$ cat config.mk
export PLATFORM = sky130hd
export DESIGN_NAME = mmc_top
export DESIGN_NICKNAME = d
export VERILOG_FILES = /design/src/mmc_pkg.sv /design/src/mmc_top.sv /design/src/mmc_decode.sv
export SDC_FILE = /design/constraint.sdc
export NUM_CORES = 1
export LEC_CHECK = 0
export BUFFER_PORTS_ARGS = -buffer_cell sky130_fd_sc_hd__buf_2
export CORE_MARGIN = 2
export CORE_UTILIZATION = 53
export DETAILED_ROUTE_END_ITERATION = 12
export HOLD_SLACK_MARGIN = 0.02
export PLACE_DENSITY = 0.86
export SETUP_SLACK_MARGIN = 0.3
export SYNTH_ARGS = -nofsm -noshare
export SYNTH_HDL_FRONTEND = slang
export SYNTH_HIERARCHICAL = 1
export SYNTH_SLANG_ARGS = --single-unit
$ cat constraint.sdc
create_clock -name sys_clk -period 3.23 [get_ports sys_clk]
set_clock_uncertainty 0.15 [all_clocks]
set_input_delay 0.4845 -clock sys_clk [delete_from_list [all_inputs] [get_ports sys_clk]]
set_output_delay 0.4845 -clock sys_clk [all_outputs]
set_load 0.02 [all_outputs]
$ cat src/mmc_pkg.sv
// Shared constants, register map and mode codes for the memory map control block
package mmc_pkg;

    // ==========================================================
    // Register indices (byte address is four times the index)
    localparam int unsigned IDX_W = 6;
    localparam logic [5:0] IDX_RAM_POS = 6'h10;
    localparam logic [5:0] IDX_REG_POS = 6'h11;
    localparam logic [5:0] IDX_EE_POS = 6'h12;
    localparam logic [5:0] IDX_MISC = 6'h13;
    localparam logic [5:0] IDX_TEST_A = 6'h14;
    localparam logic [5:0] IDX_TEST_B = 6'h17;
    localparam logic [5:0] IDX_MEMSIZE_A = 6'h1C;
    localparam logic [5:0] IDX_MEMSIZE_B = 6'h1D;
    localparam logic [5:0] IDX_PAGE = 6'h30;
    localparam logic [5:0] IDX_PAGE_RSVD = 6'h31;

    // ==========================================================
    // Implemented-bit masks; all other bits read as zero
    localparam logic [7:0] RAM_POS_MASK = 8'hF9;
    localparam logic [7:0] REG_POS_MASK = 8'h78;
    localparam logic [7:0] EE_BASE_MASK = 8'hF8;
    localparam logic [7:0] EE_ON_MASK = 8'h01;
    localparam logic [7:0] MISC_MASK = 8'h0F;
    localparam logic [7:0] PAGE_MASK = 8'h3F;

    // ==========================================================
    // Field positions
    localparam int unsigned RAM_HIGH_ALIGN_BIT = 0;
    localparam int unsigned EE_ON_BIT = 0;
    localparam int unsigned FLASH_ON_BIT = 0;
    localparam int unsigned FLASH_UPPER_BIT = 1;
    localparam int unsigned STRETCH_LSB = 2;
    localparam int unsigned BASE_LSB = 3;
    localparam int unsigned REGION_SHIFT = 11;
    localparam int unsigned MEMSIZE_REG_BIT = 7;
    localparam int unsigned MEMSIZE_EE_LSB = 4;

    // ==========================================================
    // Values after reset
    localparam logic [7:0] RST_RAM_POS = 8'h00;
    localparam logic [7:0] RST_REG_POS = 8'h00;
    localparam logic [7:0] RST_EE_POS = 8'h00;
    localparam logic [7:0] RST_MISC = 8'h0D;
    localparam logic [7:0] RST_MISC_TEST = 8'h0C;
    localparam logic [7:0] RST_PAGE = 8'h00;
    localparam logic [1:0] MODE_SETTLE = 2'h3;

    // ==========================================================
    // Flash quarters of the 64K map
    localparam logic [1:0] QUAD_BOTTOM = 2'h0;
    localparam logic [1:0] QUAD_FIXED_LOW = 2'h1;
    localparam logic [1:0] QUAD_WINDOW = 2'h2;

    // ==========================================================
    // Operating modes as presented on the mode pins
    typedef enum logic [2:0] {
        MODE_SPECIAL_SINGLE = 3'b000,
        MODE_EMUL_NARROW = 3'b001,
        MODE_SPECIAL_TEST = 3'b010,
        MODE_EMUL_WIDE = 3'b011,
        MODE_NORMAL_SINGLE = 3'b100,
        MODE_NORMAL_NARROW = 3'b101,
        MODE_PERIPHERAL = 3'b110,
        MODE_NORMAL_WIDE = 3'b111
    } mmc_mode_t;

endpackage

$ cat src/mmc_top.sv
// Memory map control: position registers, Avalon-MM slave and registered map decode
//
// The Avalon-MM slave port was decided locally.
`timescale 1ns/1ps
module mmc_top #(
    parameter int unsigned RAM_AW = 11,
    parameter logic [7:0] MEMSIZE_A = 8'h10,
    parameter logic [7:0] MEMSIZE_B = 8'h00,
    parameter logic EE_BASE_ONCE = 1'b0,
    parameter logic [5:0] FIXED_PAGE_LOW = 6'h3E,
    parameter logic [5:0] FIXED_PAGE_HIGH = 6'h3F
) (
    input wire logic sys_clk,
    input wire logic rstn,
    input wire logic [2:0] mode_pins,
    input wire logic [7:0] avs_address,
    input wire logic avs_read,
    input wire logic avs_write,
    input wire logic [31:0] avs_writedata,
    input wire logic [3:0] avs_byteenable,
    output logic [31:0] avs_readdata,
    output logic avs_waitrequest,
    input wire logic cpu_valid,
    input wire logic [15:0] cpu_addr,
    output logic sel_reg_q,
    output logic sel_ram_q,
    output logic sel_ee_q,
    output logic sel_flash_q,
    output logic sel_ext_q,
    output logic [5:0] flash_page_q,
    output logic [1:0] external_access_stretch_q,
    output logic emulation_select_n_q,
    output logic external_select_n_q
);
    // ==========================================================
    // Mode pins synchroniser
    logic [2:0] mode_meta_q;
    logic [2:0] mode_sync_q;
    logic [1:0] settle_q;
    logic mode_ok_q;

    // Mode pins come from outside; two stages before anything looks at them
    always_ff @(posedge sys_clk or negedge rstn) begin
        if (!rstn) begin
            mode_meta_q <= 3'h0;
            mode_sync_q <= 3'h0;
        end else begin
            mode_meta_q <= mode_pins;
            mode_sync_q <= mode_meta_q;
        end
    end

    // Hold off mode-dependent setup until the synchroniser holds real pin values
    always_ff @(posedge sys_clk or negedge rstn) begin
        if (!rstn) begin
            settle_q <= 2'h0;
            mode_ok_q <= 1'b0;
        end else begin
            settle_q <= (settle_q == mmc_pkg::MODE_SETTLE) ? settle_q : settle_q + 2'h1;
            mode_ok_q <= (settle_q == mmc_pkg::MODE_SETTLE);
        end
    end

    // ==========================================================
    // Mode classification
    mmc_pkg::mmc_mode_t mode;
    assign mode = mmc_pkg::mmc_mode_t'(mode_sync_q);
    // Emulation modes lock like normal modes; only true special modes rewrite freely
    wire is_special = (mode == mmc_pkg::MODE_SPECIAL_SINGLE) || (mode == mmc_pkg::MODE_SPECIAL_TEST)
                      || (mode == mmc_pkg::MODE_PERIPHERAL);
    wire is_emul = (mode == mmc_pkg::MODE_EMUL_NARROW) || (mode == mmc_pkg::MODE_EMUL_WIDE);
    wire is_single = (mode == mmc_pkg::MODE_SPECIAL_SINGLE) || (mode == mmc_pkg::MODE_NORMAL_SINGLE)
                     || (mode == mmc_pkg::MODE_PERIPHERAL);
    wire is_test = mode == mmc_pkg::MODE_SPECIAL_TEST;
    wire ext_ok = !is_single;

    // ==========================================================
    // Avalon-MM slave handshake
    logic wait_q;
    logic [31:0] rdata_q;
    logic init_done_q;

    wire [5:0] idx = avs_address[7:2];
    wire req = avs_read || avs_write;
    wire accept = req && wait_q;
    wire wr_take = avs_write && !wait_q && avs_byteenable[0];
    wire [7:0] wbyte = avs_writedata[7:0];

    // Waitrequest drops for one cycle, one cycle after a request appears
    always_ff @(posedge sys_clk or negedge rstn) begin
        if (!rstn) begin
            wait_q <= 1'b1;
        end else begin
            wait_q <= !accept;
        end
    end

    // ==========================================================
    // Register write strobes
    wire wr_ram = wr_take && (idx == mmc_pkg::IDX_RAM_POS);
    wire wr_reg = wr_take && (idx == mmc_pkg::IDX_REG_POS);
    wire wr_ee = wr_take && (idx == mmc_pkg::IDX_EE_POS);
    wire wr_misc = wr_take && (idx == mmc_pkg::IDX_MISC);
    wire wr_page = wr_take && (idx == mmc_pkg::IDX_PAGE);

    // ==========================================================
    // Position and control registers
    logic [7:0] ram_pos_q;
    logic [7:0] reg_pos_q;
    logic [7:0] ee_pos_q;
    logic [7:0] misc_q;
    logic [7:0] page_q;
    logic ram_lock_q;
    logic reg_lock_q;
    logic ee_lock_q;
    logic misc_lock_q;

    // Special modes may rewrite at any time; normal and emulation only once, the EE base only when EE_BASE_ONCE is set
    wire ram_open = is_special || !ram_lock_q;
    wire reg_open = is_special || !reg_lock_q;
    wire ee_open = is_special || !EE_BASE_ONCE || !ee_lock_q;
    wire misc_open = is_special || !misc_lock_q;

    wire [7:0] ram_pos_d = (wr_ram && ram_open) ? (wbyte & mmc_pkg::RAM_POS_MASK) : ram_pos_q;
    wire [7:0] reg_pos_d = (wr_reg && reg_open) ? (wbyte & mmc_pkg::REG_POS_MASK) : reg_pos_q;
    wire [7:0] ee_base_d = ee_open ? (wbyte & mmc_pkg::EE_BASE_MASK) : (ee_pos_q & mmc_pkg::EE_BASE_MASK);
    wire [7:0] ee_pos_d = wr_ee ? (ee_base_d | (wbyte & mmc_pkg::EE_ON_MASK)) : ee_pos_q;
    wire [7:0] page_d = wr_page ? (wbyte & mmc_pkg::PAGE_MASK) : page_q;

    // The flash-on reset value depends on mode, so it is fixed up after release
    wire misc_init = mode_ok_q && !init_done_q && is_test;
    wire [7:0] misc_w = (wr_misc && misc_open) ? (wbyte & mmc_pkg::MISC_MASK) : misc_q;
    wire [7:0] misc_d = misc_init ? mmc_pkg::RST_MISC_TEST : misc_w;

    // Position registers; writes land here, decode sees them on the next edge
    always_ff @(posedge sys_clk or negedge rstn) begin
        if (!rstn) begin
            ram_pos_q <= mmc_pkg::RST_RAM_POS;
            reg_pos_q <= mmc_pkg::RST_REG_POS;
            ee_pos_q <= mmc_pkg::RST_EE_POS;
            misc_q <= mmc_pkg::RST_MISC;
            page_q <= mmc_pkg::RST_PAGE;
        end else begin
            ram_pos_q <= ram_pos_d;
            reg_pos_q <= reg_pos_d;
            ee_pos_q <= ee_pos_d;
            misc_q <= misc_d;
            page_q <= page_d;
        end
    end

    // Lock flags record the first write after reset
    always_ff @(posedge sys_clk or negedge rstn) begin
        if (!rstn) begin
            ram_lock_q <= 1'b0;
            reg_lock_q <= 1'b0;
            ee_lock_q <= 1'b0;
            misc_lock_q <= 1'b0;
            init_done_q <= 1'b0;
        end else begin
            ram_lock_q <= ram_lock_q || wr_ram;
            reg_lock_q <= reg_lock_q || wr_reg;
            ee_lock_q <= ee_lock_q || wr_ee;
            misc_lock_q <= misc_lock_q || wr_misc;
            init_done_q <= init_done_q || mode_ok_q;
        end
    end

    // ==========================================================
    // Read multiplexer
    logic [7:0] rmux;

    // Unlisted, test and reserved slots return zero so software sees no stale data
    always_comb begin
        unique case (idx)
            mmc_pkg::IDX_RAM_POS: rmux = ram_pos_q;
            mmc_pkg::IDX_REG_POS: rmux = reg_pos_q;
            mmc_pkg::IDX_EE_POS: rmux = ee_pos_q;
            mmc_pkg::IDX_MISC: rmux = misc_q;
            mmc_pkg::IDX_MEMSIZE_A: rmux = MEMSIZE_A;
            mmc_pkg::IDX_MEMSIZE_B: rmux = MEMSIZE_B;
            mmc_pkg::IDX_PAGE: rmux = page_q;
            default: rmux = 8'h00;
        endcase
    end

    // Read data is captured with the accept and stands while waitrequest is low
    always_ff @(posedge sys_clk or negedge rstn) begin
        if (!rstn) begin
            rdata_q <= 32'h0000_0000;
        end else if (accept && avs_read) begin
            rdata_q <= {24'h00_0000, rmux};
        end
    end

    assign avs_readdata = rdata_q;
    assign avs_waitrequest = wait_q;

    // ==========================================================
    // Address decode from the stored positions
    logic hit_reg;
    logic hit_ram;
    logic hit_ee;
    logic hit_flash;
    logic hit_ext;

    mmc_decode #(
        .RAM_AW(RAM_AW),
        .MEMSIZE_A(MEMSIZE_A)
    ) u_decode (
        .addr(cpu_addr),
        .ram_pos(ram_pos_q),
        .reg_pos(reg_pos_q),
        .ee_pos(ee_pos_q),
        .misc(misc_q),
        .ext_ok(ext_ok),
        .hit_reg(hit_reg),
        .hit_ram(hit_ram),
        .hit_ee(hit_ee),
        .hit_flash(hit_flash),
        .hit_ext(hit_ext)
    );

    // Page for flash: window takes the page index, fixed quarters their own pages
    wire [5:0] page_sel = (cpu_addr[15:14] == mmc_pkg::QUAD_WINDOW) ? page_q[5:0]
                        : (cpu_addr[15:14] == mmc_pkg::QUAD_FIXED_LOW) ? FIXED_PAGE_LOW
                        : FIXED_PAGE_HIGH;

    // Emulation select replaces internal flash when running in an emulation mode
    wire emul_d = cpu_valid && hit_flash && is_emul;
    wire ext_d = cpu_valid && hit_ext;
    wire [1:0] stretch_d = ext_d ? misc_q[mmc_pkg::STRETCH_LSB +: 2] : 2'h0;

    // Selects are registered, so they follow the address presented one cycle before
    always_ff @(posedge sys_clk or negedge rstn) begin
        if (!rstn) begin
            sel_reg_q <= 1'b0;
            sel_ram_q <= 1'b0;
            sel_ee_q <= 1'b0;
            sel_flash_q <= 1'b0;
            sel_ext_q <= 1'b0;
            flash_page_q <= 6'h00;
            external_access_stretch_q <= 2'h0;
            emulation_select_n_q <= 1'b1;
            external_select_n_q <= 1'b1;
        end else begin
            sel_reg_q <= cpu_valid && hit_reg;
            sel_ram_q <= cpu_valid && hit_ram;
            sel_ee_q <= cpu_valid && hit_ee;
            sel_flash_q <= cpu_valid && hit_flash && !is_emul;
            sel_ext_q <= ext_d;
            flash_page_q <= page_sel;
            external_access_stretch_q <= stretch_d;
            emulation_select_n_q <= !emul_d;
            external_select_n_q <= !ext_d;
        end
    end
endmodule

$ cat src/mmc_decode.sv
// Combinational address decoder that picks one resource from the position registers
`timescale 1ns/1ps
module mmc_decode #(
    parameter int unsigned RAM_AW = 11,
    parameter logic [7:0] MEMSIZE_A = 8'h10
) (
    input wire logic [15:0] addr,
    input wire logic [7:0] ram_pos,
    input wire logic [7:0] reg_pos,
    input wire logic [7:0] ee_pos,
    input wire logic [7:0] misc,
    input wire logic ext_ok,
    output logic hit_reg,
    output logic hit_ram,
    output logic hit_ee,
    output logic hit_flash,
    output logic hit_ext
);
    // ==========================================================
    // Geometry fixed at integration
    localparam int unsigned MAP_AW = (RAM_AW > 11) ? RAM_AW : 11;
    localparam logic [15:0] MAP_MASK = 16'(32'hFFFF << MAP_AW);
    localparam logic [15:0] RAM_SIZE = 16'(32'h1 << RAM_AW);
    localparam logic [15:0] MAP_SIZE_M1 = ~MAP_MASK;
    localparam logic [1:0] EE_SW = MEMSIZE_A[mmc_pkg::MEMSIZE_EE_LSB +: 2];
    localparam int unsigned EE_AW = 10 + EE_SW;
    localparam logic [15:0] EE_MASK = 16'(32'hFFFF << EE_AW);
    localparam logic REG_2K = MEMSIZE_A[mmc_pkg::MEMSIZE_REG_BIT];

    if (RAM_AW < 10 || RAM_AW > 15) begin : g_bad_ram
        $error("RAM_AW must lie in 10..15");
    end

    // Region bases from the upper five address bits of the RAM and EEPROM positions, four of the register position
    wire [15:0] ram_base = {ram_pos[7:3], 11'h000};
    wire [4:0] reg_base = {1'b0, reg_pos[6:3]};
    wire [15:0] ee_base = {ee_pos[7:3], 11'h000};

    // Register block: 1K or 2K window on a 2K boundary below 32K
    wire reg_in = (addr[15:11] == reg_base) && (REG_2K || !addr[10]);

    // RAM sits at the low or the high end of its mappable block
    wire [15:0] ram_off = addr & MAP_SIZE_M1;
    wire ram_blk = (addr & MAP_MASK) == (ram_base & MAP_MASK);
    wire ram_lo = ram_off < RAM_SIZE;
    // Start of the top-aligned slot; wraps to zero when the RAM fills its whole block
    wire ram_hi = ram_off >= (MAP_SIZE_M1 - RAM_SIZE + 16'h0001);
    wire ram_in = ram_blk && (ram_pos[mmc_pkg::RAM_HIGH_ALIGN_BIT] ? ram_hi : ram_lo);

    // EEPROM only when fitted and enabled
    wire ee_in = (EE_SW != 2'h0) && ee_pos[mmc_pkg::EE_ON_BIT]
                 && ((addr & EE_MASK) == (ee_base & EE_MASK));

    // Flash covers the top three quarters; the fixed low quarter can be hidden
    wire fl_quad = addr[15:14] != mmc_pkg::QUAD_BOTTOM;
    wire fl_hide = misc[mmc_pkg::FLASH_UPPER_BIT] && (addr[15:14] == mmc_pkg::QUAD_FIXED_LOW);
    wire fl_in = misc[mmc_pkg::FLASH_ON_BIT] && fl_quad && !fl_hide;

    // Fixed priority so exactly one resource answers an overlap
    assign hit_reg = reg_in;
    assign hit_ram = ram_in && !reg_in;
    assign hit_ee = ee_in && !reg_in && !ram_in;
    assign hit_flash = fl_in && !reg_in && !ram_in && !ee_in;
    assign hit_ext = ext_ok && !reg_in && !ram_in && !ee_in && !fl_in;
endmodule

* Word-level counts from Yosys, hierarchy flattened
Index checks and enable logic that the tools add are counted.
Storage, ports and cells: output and inout bits 48, bits in read-only memories 0, register bits after elaboration 69, RAM bits 0, memories kept 0, bits in latches 0
Operators by class: shifts and indexed selects 0, equality and inequality tests 17, bitwise operators 1, add/subtract/negate cells 1, magnitude comparators 2, $mul 0, mux-type cells 7, reduce and logical (&&, ||, !) cells 69, div/mod/pow operators 0
Operators with widths (count):
- 8-bit one-hot mux with 6 select lines | 1
- 1-bit logical AND | 37
- 6-bit by 5-bit equality test with 1-bit output (second input constant) | 5
- 1-bit logical NOT | 16
- 8-bit 2-to-1 mux | 2
- 1-bit logical OR | 13
- 11-bit by 12-bit less-than comparator with 1-bit output (second input constant) | 1
- 11-bit by 1-bit greater-or-equal comparator with 1-bit output (second input constant) | 1
- 5-bit equality test | 2
- 8-bit by 1-bit bitwise OR with 8-bit output | 1
- 3-bit by 2-bit equality test with 1-bit output (second input constant) | 2
- 3-bit equality test (second input constant) | 2
- 6-bit equality test (second input constant) | 1
- 6-bit 2-to-1 mux | 1
- 5-bit by 4-bit equality test with 1-bit output | 1
- 2-bit equality test (second input constant) | 2
- 2-bit nonzero test | 2
- 3-bit by 1-bit equality test with 1-bit output (second input constant) | 1
- 3-bit logical NOT | 1
- 2-bit by 1-bit adder with 2-bit output (second input constant) | 1
- 2-bit by 1-bit equality test with 1-bit output (second input constant) | 1
- 1-bit 2-to-1 mux | 2
- 2-bit 2-to-1 mux | 1

* Logic depth before layout (Yosys ltp)
Gate-level depths: netlist (run 1).
depth after elaboration 10, mapped depth 7, gate-level depth less buffers 6

* Modules after synthesis
The synthesis (run 1) kept the hierarchy.
By module, submodules not included:
- mmc_top | area an instance 2808.9 µm², instances 1, cells each 222
- mmc_decode | area an instance 227.7 µm², instances 1, cells each 27

* Worst setup path before layout (run 1)
Ideal clock, no wire load.
kind input to register, start in avs_address[2], end reg page_q[1], cell stages on the path 7, data required time 2.955 ns, setup time 0.125 ns, arrival time 1.927 ns, slack 1.028 ns, path through buf_2 -> nor4_1 -> and3_1 -> buf_2 -> nor2b_1 -> buf_2 -> mux2_2
On the way: word-level cells in the longest chain between the ends 2
RTL lines:
- start, declared | line mmc_top.sv:16 | input wire logic [7:0] avs_address,
- 6-bit equality test | line mmc_top.sv:104 | wire wr_page = wr_take && (idx == mmc_pkg::IDX_PAGE);
- 1-bit logical AND | line mmc_top.sv:104
- end signal, assigned | line mmc_top.sv:142 | page_q <= mmc_pkg::RST_PAGE;
- end signal, assigned | line mmc_top.sv:148 | page_q <= page_d;
- end, declared | line mmc_top.sv:112 | logic [7:0] page_q;
Every way passes these cells. A chain may end at the register's enable or synchronous reset.

* Final worst setup path (run 1)
start in avs_address[2], end reg page_q[2]
The elaborated chain is that of the path after synthesis.

==> impl_results.md, run 1 <==
* Clock sink total at 63
* Die Ht at approximately 80 um
* Pwr Density at approximately 470 mW/mm2
* Synth top cells by count: dfrtp_1, buf_4, mux2_2, nand2_1, a22o_1
* Latest clock arrival within the worst-skew pair at 0.34 ns
* Port buffer count at 52
* Drt first pass iters at 4
* CTS max path bufs at 2
* Starting Density at approximately 55%
* Sw Ratio at 25.4%
* Total wire length at 5.77 mm
* Combinational Power Share at between 10% and 20%
* Share of layout cells above drive strength 1 at 35.2%
* Crit-path cells: buf_2, nor4_1, and3_1, nor2b_1, mux2_2
* Cell Area, Synth at 0.00304 mm2
* Hold Worst Slack at between 0.1 and 0.15 ns
* Width of the chip at between 70 and 80 um
* ANT cells at 0
* Number of DRC markers in iteration 0 at 120
* Count leader, synth: dfrtp_1
* Max stage delay on crit path at 0.52 ns
* Hold crit path type: primary input to flip-flop
* Yosys warns at 6
* Avg Inst Size Synth at approximately 12 um2
* Antenna-violating nets left at 0
* CTS buffer count at 9
* Post-Route Setup TNS at 0 ns
* Clock Pin Slew Worst Setup and Hold Paths at roughly 0.06 ns
* Crit-path slowest cell: nor2b_1
* Critical path depth at 5
* # setup viols final at 0
* First-pass GRT wire length at just under 10 mm
* Total power at about 1600 uW
* Synth Instances at between 200 and 250
* Vias in the first global route at roughly 2000
* Reg2reg path depth at 3
* Status: finished, final reports clean
* Post-synthesis async set-or-reset flop share at 100%
* H-tree depth at 3
* Peak supply drop at about 0.00027 V
* Full die area at 0.00635 mm2
* Slew Limit Headroom at between 30% and 40%
* CTS tree: done
* Core box area at ~0.0055 mm2
* CP Buf/Inv Count at 1
* Avg Vias per Cell at ~5.3
* Max-cap violation count at 0
* Arrival @ worst endpoint at between 2 and 2.5 ns
* Synth-to-layout area growth at 13.3%
* Int Pwr at ~1200 uW
* Crit start category: primary input
* Crit-path leading delay family: simple AND/OR/NAND/NOR gates
* WP data required at 3.30 ns
* Fmax at about 0.42 GHz
* Final Hold Fails at 0
* Synth top area share at a little under half
* Seq/Total Area, Yosys at between 50% and 60%
* Clk pwr share at between 30% and 40%
* CP endpoint kind: flip-flop
* Row Count at 27
* P_sw at 412 uW
* Synth area leader: dfrtp_1
* Worst Tran Pin Value at slightly above 0.9 ns
* Setup repair after global routing missed its margin: no
* Synth Register Bits at 63
* Initial antenna violation count at 0
* Total GRT Usage at between 20% and 30%
* Final critical-path share of the clock period at between 70 and 80%
* Largest net degree at the start of global routing at 50
* Post-synth EDFFs at 0
* Worst hold path stage count at 1
* Seq pwr share at 52.3%
* Grt total ovfl at 0
* GP Congestion at 0.847
* Vias at between 2000 and 2500
* # placed instances at around 370
* Fin cells at 382
* Top post-synthesis cells by area: dfrtp_1, mux2_2, buf_4, dfstp_2, a22o_1
* Synth Flop Type: dfrtp_1
* Max-slew violations at 0
* Post-route DRC at 0
* Pleak at approximately 0.0017 uW
* Nets at ~370
* Ports at roughly 120
* Synth cell types at 49
* Drt wl/cell at about 15 um
* DP HPWL at ~4.3 mm
* Fin crit period at around 2.4 ns
* Max FO, Critical Path at 16
* Post CTS Setup Buffer Count at 0
* Clk root buf: clkbuf_8
* Kind of critical path: primary input to flip-flop
==> layout by cell type (no fill, tap or decap), types with 8 or more instances in the layout <==
cell type  Yosys  layout
buf_2          3      52
nand2_1       14      14
clkbuf_8       0      11
dfrtp_1       57      57
conb_1         1      24
a22o_1        10      10
o21ai_0        8       8
xnor2_1        8       8
mux2_2        23      23
==> kinds of logic (layout without fill, tap and decap cells) <==
family          count (synthesis)  count (layout)  share of synthesized area (%)
simple gates                   69              69                           15.7
mux                            30              30                           11.2
other cells                     1              24                          0.123
flops                          63              63                           52.2
xor+xnor                       15              15                           4.33
compound gates                 31              31                           7.87
buf+inv                        39              77                           8.16
fa+ha+maj                       1               1                          0.412
==> final timing paths <==
| path | start | end | slack, ns |
|---|---|---|---|
| min in group asynchronous | rstn | flash_page_q[0] | 0.40 |
| max in group asynchronous | rstn | mode_meta_q[2] | 1.62 |
| max reg2reg | avs_waitrequest | ee_pos_q[5] | 1.16 |
| min | mode_pins[1] | mode_meta_q[1] | 0.10 |
| min reg2reg | mode_meta_q[1] | mode[1] | 0.20 |
| max | avs_address[2] | page_q[2] | 0.85 |
==> per-stage QoR <==
step / instance area [um2] / setup slack (ns) / utilization [%]
after global placement: 3260 / 0.567 / 59.2
after CTS: 3440 / 0.897 / 62.5
after floorplan: 3120 / 1.03 / -
after detailed placement: 3260 / 0.549 / 59.2
final: 3440 / 0.849 / 62.5
after global routing: 3440 / 0.763 / 62.5
==> area by class of cell <==
cell class,count,area (um2)
timing repair buffer,54,278
clock buffer,15,166
inverter,7,26.3
multi-input combinational,170,1290
fill,428,2070
sequential,63,1580
tap,72,90.1
clock inverter,1,5.00
==> sequential cells by signal, summed over array words and instances (netlist names), 2 cells and up <==
register,count
avs_readdata,8
page_q,6
flash_page_q,6
mode_meta_q,3
reg_pos_q,4
mode,3
external_access_stretch_q,2
settle_q,2
ee_pos_q,6
misc_q,4
ram_pos_q,6
==> power groups by stage <==
stage | Combinational, uW | Sequential [uW] | Clock, uW
finish | 185 | 849 | 590
CTS | 185 | 848 | 609
global placement | 177 | 861 | 0
floorplan | 125 | 869 | 0
detailed placement | 183 | 863 | 0
global route | 203 | 852 | 651
==> timing repair <==
item,in CTS,in global routing
gates resized for setup,0,0
hold endpoints to repair,13,0
hold buffers,1,0
==> routing by layer <==
| layer | track usage, % | routed length (um) |
|---|---|---|
| met4 | 9.66 | 132 |
| met5 | 0 | 0 |
| met3 | 8.03 | 372 |
| met1 | 24.3 | 2360 |
| met2 | 32.9 | 2900 |
(Power assumes the default switching activity.)
==> run 2: changes to the inputs <==
- ABC_AREA: not set -> 1
- CORE_UTILIZATION: 53 -> 45
- PLACE_DENSITY: 0.86 -> 0.76
- clock period: 3.23 -> 2 ns (I/O delays scaled with it)
==> impl_results.md, run 2 <==
* Yosys warns at 6 (unchanged)
* Total GRT Usage at 18.5% (was 20.6%)
* Ports at 116 (unchanged)
* Width of the chip at 89.0 um (was 79.7 um)
* Die Ht at 89.0 um (was 79.7 um)
* Avg Inst Size Synth at 8.51 um2 (was 12.2 um2)
* Cell Area, Synth at 0.00325 mm2 (was 0.00304 mm2)
* Post CTS Setup Buffer Count at 0 (unchanged)
* Crit-path cells: buf_2 (was buf_2, nor4_1, and3_1, nor2b_1, mux2_2)
* ANT cells at 0 (unchanged)
* Synth top area share at 43.9% (was 47.0%)
* Crit-path slowest cell: dfstp_2 (was nor2b_1)
* Max-slew violations at 0 (unchanged)
* Fin util at 54.7% (was 62.5%)
* Pwr Density at 755 mW/mm2 (was 472 mW/mm2)
* Max reg flops at 8 (unchanged)
* Seq/Total Area, Yosys at 48.7% (was 52.2%)
* Vias in the first global route at 2377 (was 1995)
* Hold crit path type: primary input to flip-flop (unchanged)
* Nets at 516 (was 374)
* Max stage delay on crit path at 0.61 ns (was 0.52 ns)
* Drt wl/cell at 12.1 um (was 15.1 um)
* Final Hold Fails at 0 (unchanged)
* Post-synth EDFFs at 0 (unchanged)
* # setup viols final at 0 (unchanged)
* Vias at 2547 (was 2016)
* Most common cell after layout, fill and taps aside: nand2_1 (was dfrtp_1)
* Crit start category: flip-flop (was primary input)
* Largest net degree at the start of global routing at 44 (was 50)
* Post-synthesis async set-or-reset flop share at 100% (unchanged)
* Total power at 2850 uW (was 1620 uW)
* Status: finished, final reports clean (unchanged)
* Latest clock arrival within the worst-skew pair at 0.35 ns (was 0.34 ns)
* Count leader, synth: nand2_1 (was dfrtp_1)
* GP Congestion at 0.923 (was 0.847)
* Row Count at 30 (was 27)
* WP data required at 1.55 ns (was 3.30 ns)
* Post-Route Setup TNS at 0 ns (unchanged)
* Synth Instances at 382 (was 249)
* Core box area at 0.00691 mm2 (was 0.00551 mm2)
* Arrival @ worst endpoint at 1.15 ns (was 2.45 ns)
* Total wire length at 6.64 mm (was 5.77 mm)
* Drt first pass iters at 4 (unchanged)
* Number of DRC markers in iteration 0 at 157 (was 120)
* Clock Pin Slew Worst Setup and Hold Paths at 0.07 ns (was 0.06 ns)
* Synth top cells by count: nand2_1, dfrtp_1, inv_1, nand3_1, buf_4 (was dfrtp_1, buf_4, mux2_2, nand2_1, a22o_1)
* Fin crit period at 1.60 ns
* Initial antenna violation count at 0 (unchanged)
* Synth Register Bits at 63 (unchanged)
* Kind of critical path: flip-flop to output pin (was primary input to flip-flop)
* Synth Flop Type: dfrtp_1 (unchanged)
* Most frequent cells in the layout: nand2_1, dfrtp_1, buf_2 (was dfrtp_1, buf_2, conb_1)
* CP Buf/Inv Count at 1 (unchanged)
* Port buffer count at 52 (unchanged)
* Synth area leader: dfrtp_1 (unchanged)
* Final critical-path share of the clock period at 80.1%
* Fmax at approximately 0.62 GHz
* Grt total ovfl at 0 (unchanged)
* CTS buffer count at 9 (unchanged)
* Setup repair after global routing missed its margin: no (unchanged)
* Clock sink total at 63 (unchanged)
* H-tree depth at 3 (unchanged)
* Clk root buf: clkbuf_8 (unchanged)
* Starting Density at 47.0% (was 55.1%)
* Full die area at 0.00792 mm2 (was 0.00635 mm2)
* CTS tree: done (unchanged)
* Antenna-violating nets left at 0 (unchanged)
* Pleak at 0.00203 uW (was 0.00173 uW)
* DP HPWL at 5.01 mm (was 4.26 mm)
* Max-cap violation count at 0 (unchanged)
* Top post-synthesis cells by area: dfrtp_1, nand2_1, buf_4, inv_1, dfstp_2 (was dfrtp_1, mux2_2, buf_4, dfstp_2, a22o_1)
* CTS max path bufs at 2 (unchanged)
* CP endpoint kind: output pin (was flip-flop)
* Avg Vias per Cell at 4.65 (was 5.28)
* Post-route DRC at 0 (unchanged)
* Crit-path leading delay family: flip-flops (was simple AND/OR/NAND/NOR gates)
* Share of layout cells above drive strength 1 at 29.2% (was 35.2%)
* Synth cell types at 36 (was 49)
* Synth-to-layout area growth at 16.2% (was 13.3%)
* Max FO, Critical Path at 5 (was 16)
* Peak supply drop at 0.000333 V (was 0.000266 V)
* First-pass GRT wire length at 10.9 mm (was 9.61 mm)
==> run 2: changes by cell type after synthesis, moves of 8 or more <==
cell | previous run | this run
a22o_1 | 10 | 0
inv_1 | 7 | 46
mux2_2 | 23 | 1
nand2_1 | 14 | 117
nand2_2 | 0 | 8
nand3_1 | 3 | 27
nor2_1 | 4 | 19
o21ai_2 | 0 | 18
==> run 2: area by class of cell <==
type                    count  area [um2]
repair buffers             60         343
fillers                   664        3130
inverters                  52         195
multi-input cells         261        1330
flip-flops and latches     63        1580
clock inverters             5        56.3
well taps                  96         120
clock buffers              11         151
==> run 2: logic make-up after synthesis <==
logic type / share of synthesized area (%)
simple gates: 28.8
other cells: 0.115
compound gates: 7.93
buf+inv: 13.1
fa+ha+maj: 0.385
mux: 0.347
xor+xnor: 0.539
flops: 48.7
==> run 2: worst paths after layout <==
check	start	end	slack (ns)	depth (start not counted)
setup / recovery	avs_waitrequest	avs_waitrequest	0.40	1
hold / removal	avs_writedata[0]	misc_q[0]	0.04	3
setup reg to reg	mode[1]	ram_pos_q[0]	0.49	5
hold reg to reg	mode_meta_q[0]	mode[0]	0.20	0
max in group asynchronous	rstn	emulation_select_n_q	0.75	3
min in group asynchronous	rstn	flash_page_q[5]	0.29	2
==> run 2: stage by stage <==
stage | setup WS, ns | hold WS (ns) | cells | area (um2)
floorplan | 0.674 | -0.146 | 405 | 3340
global placement | 0.394 | 0.133 | 528 | 3530
detailed placement | 0.390 | 0.146 | 528 | 3530
CTS | 0.382 | 0.0333 | 548 | 3780
global route | 0.355 | 0.0346 | 548 | 3780
finish | 0.398 | 0.0434 | 548 | 3780
==> run 2: metal layers <==
metal / wire length (um) / GRT usage [%]
met1: 3050 / 24.7
met2: 3020 / 28.2
met3: 386 / 4.34
met4: 180 / 9.50
met5: 0 / 0
==> run 2: power by group <==
group / internal (uW) / switching [uW] / leakage, uW
sequential: 1340 / 41.0 / 0.000788
clock: 640 / 497 / 0.000105
combinational: 104 / 233 / 0.00114
total: 2080 / 771 / 0.00203
==> run 2: timing repair <==
item                                    CTS  global route
hold buffers                              4             0
resized for setup                         0             1
endpoints found under the hold margin    23             0
endpoints found under the setup margin    0             4
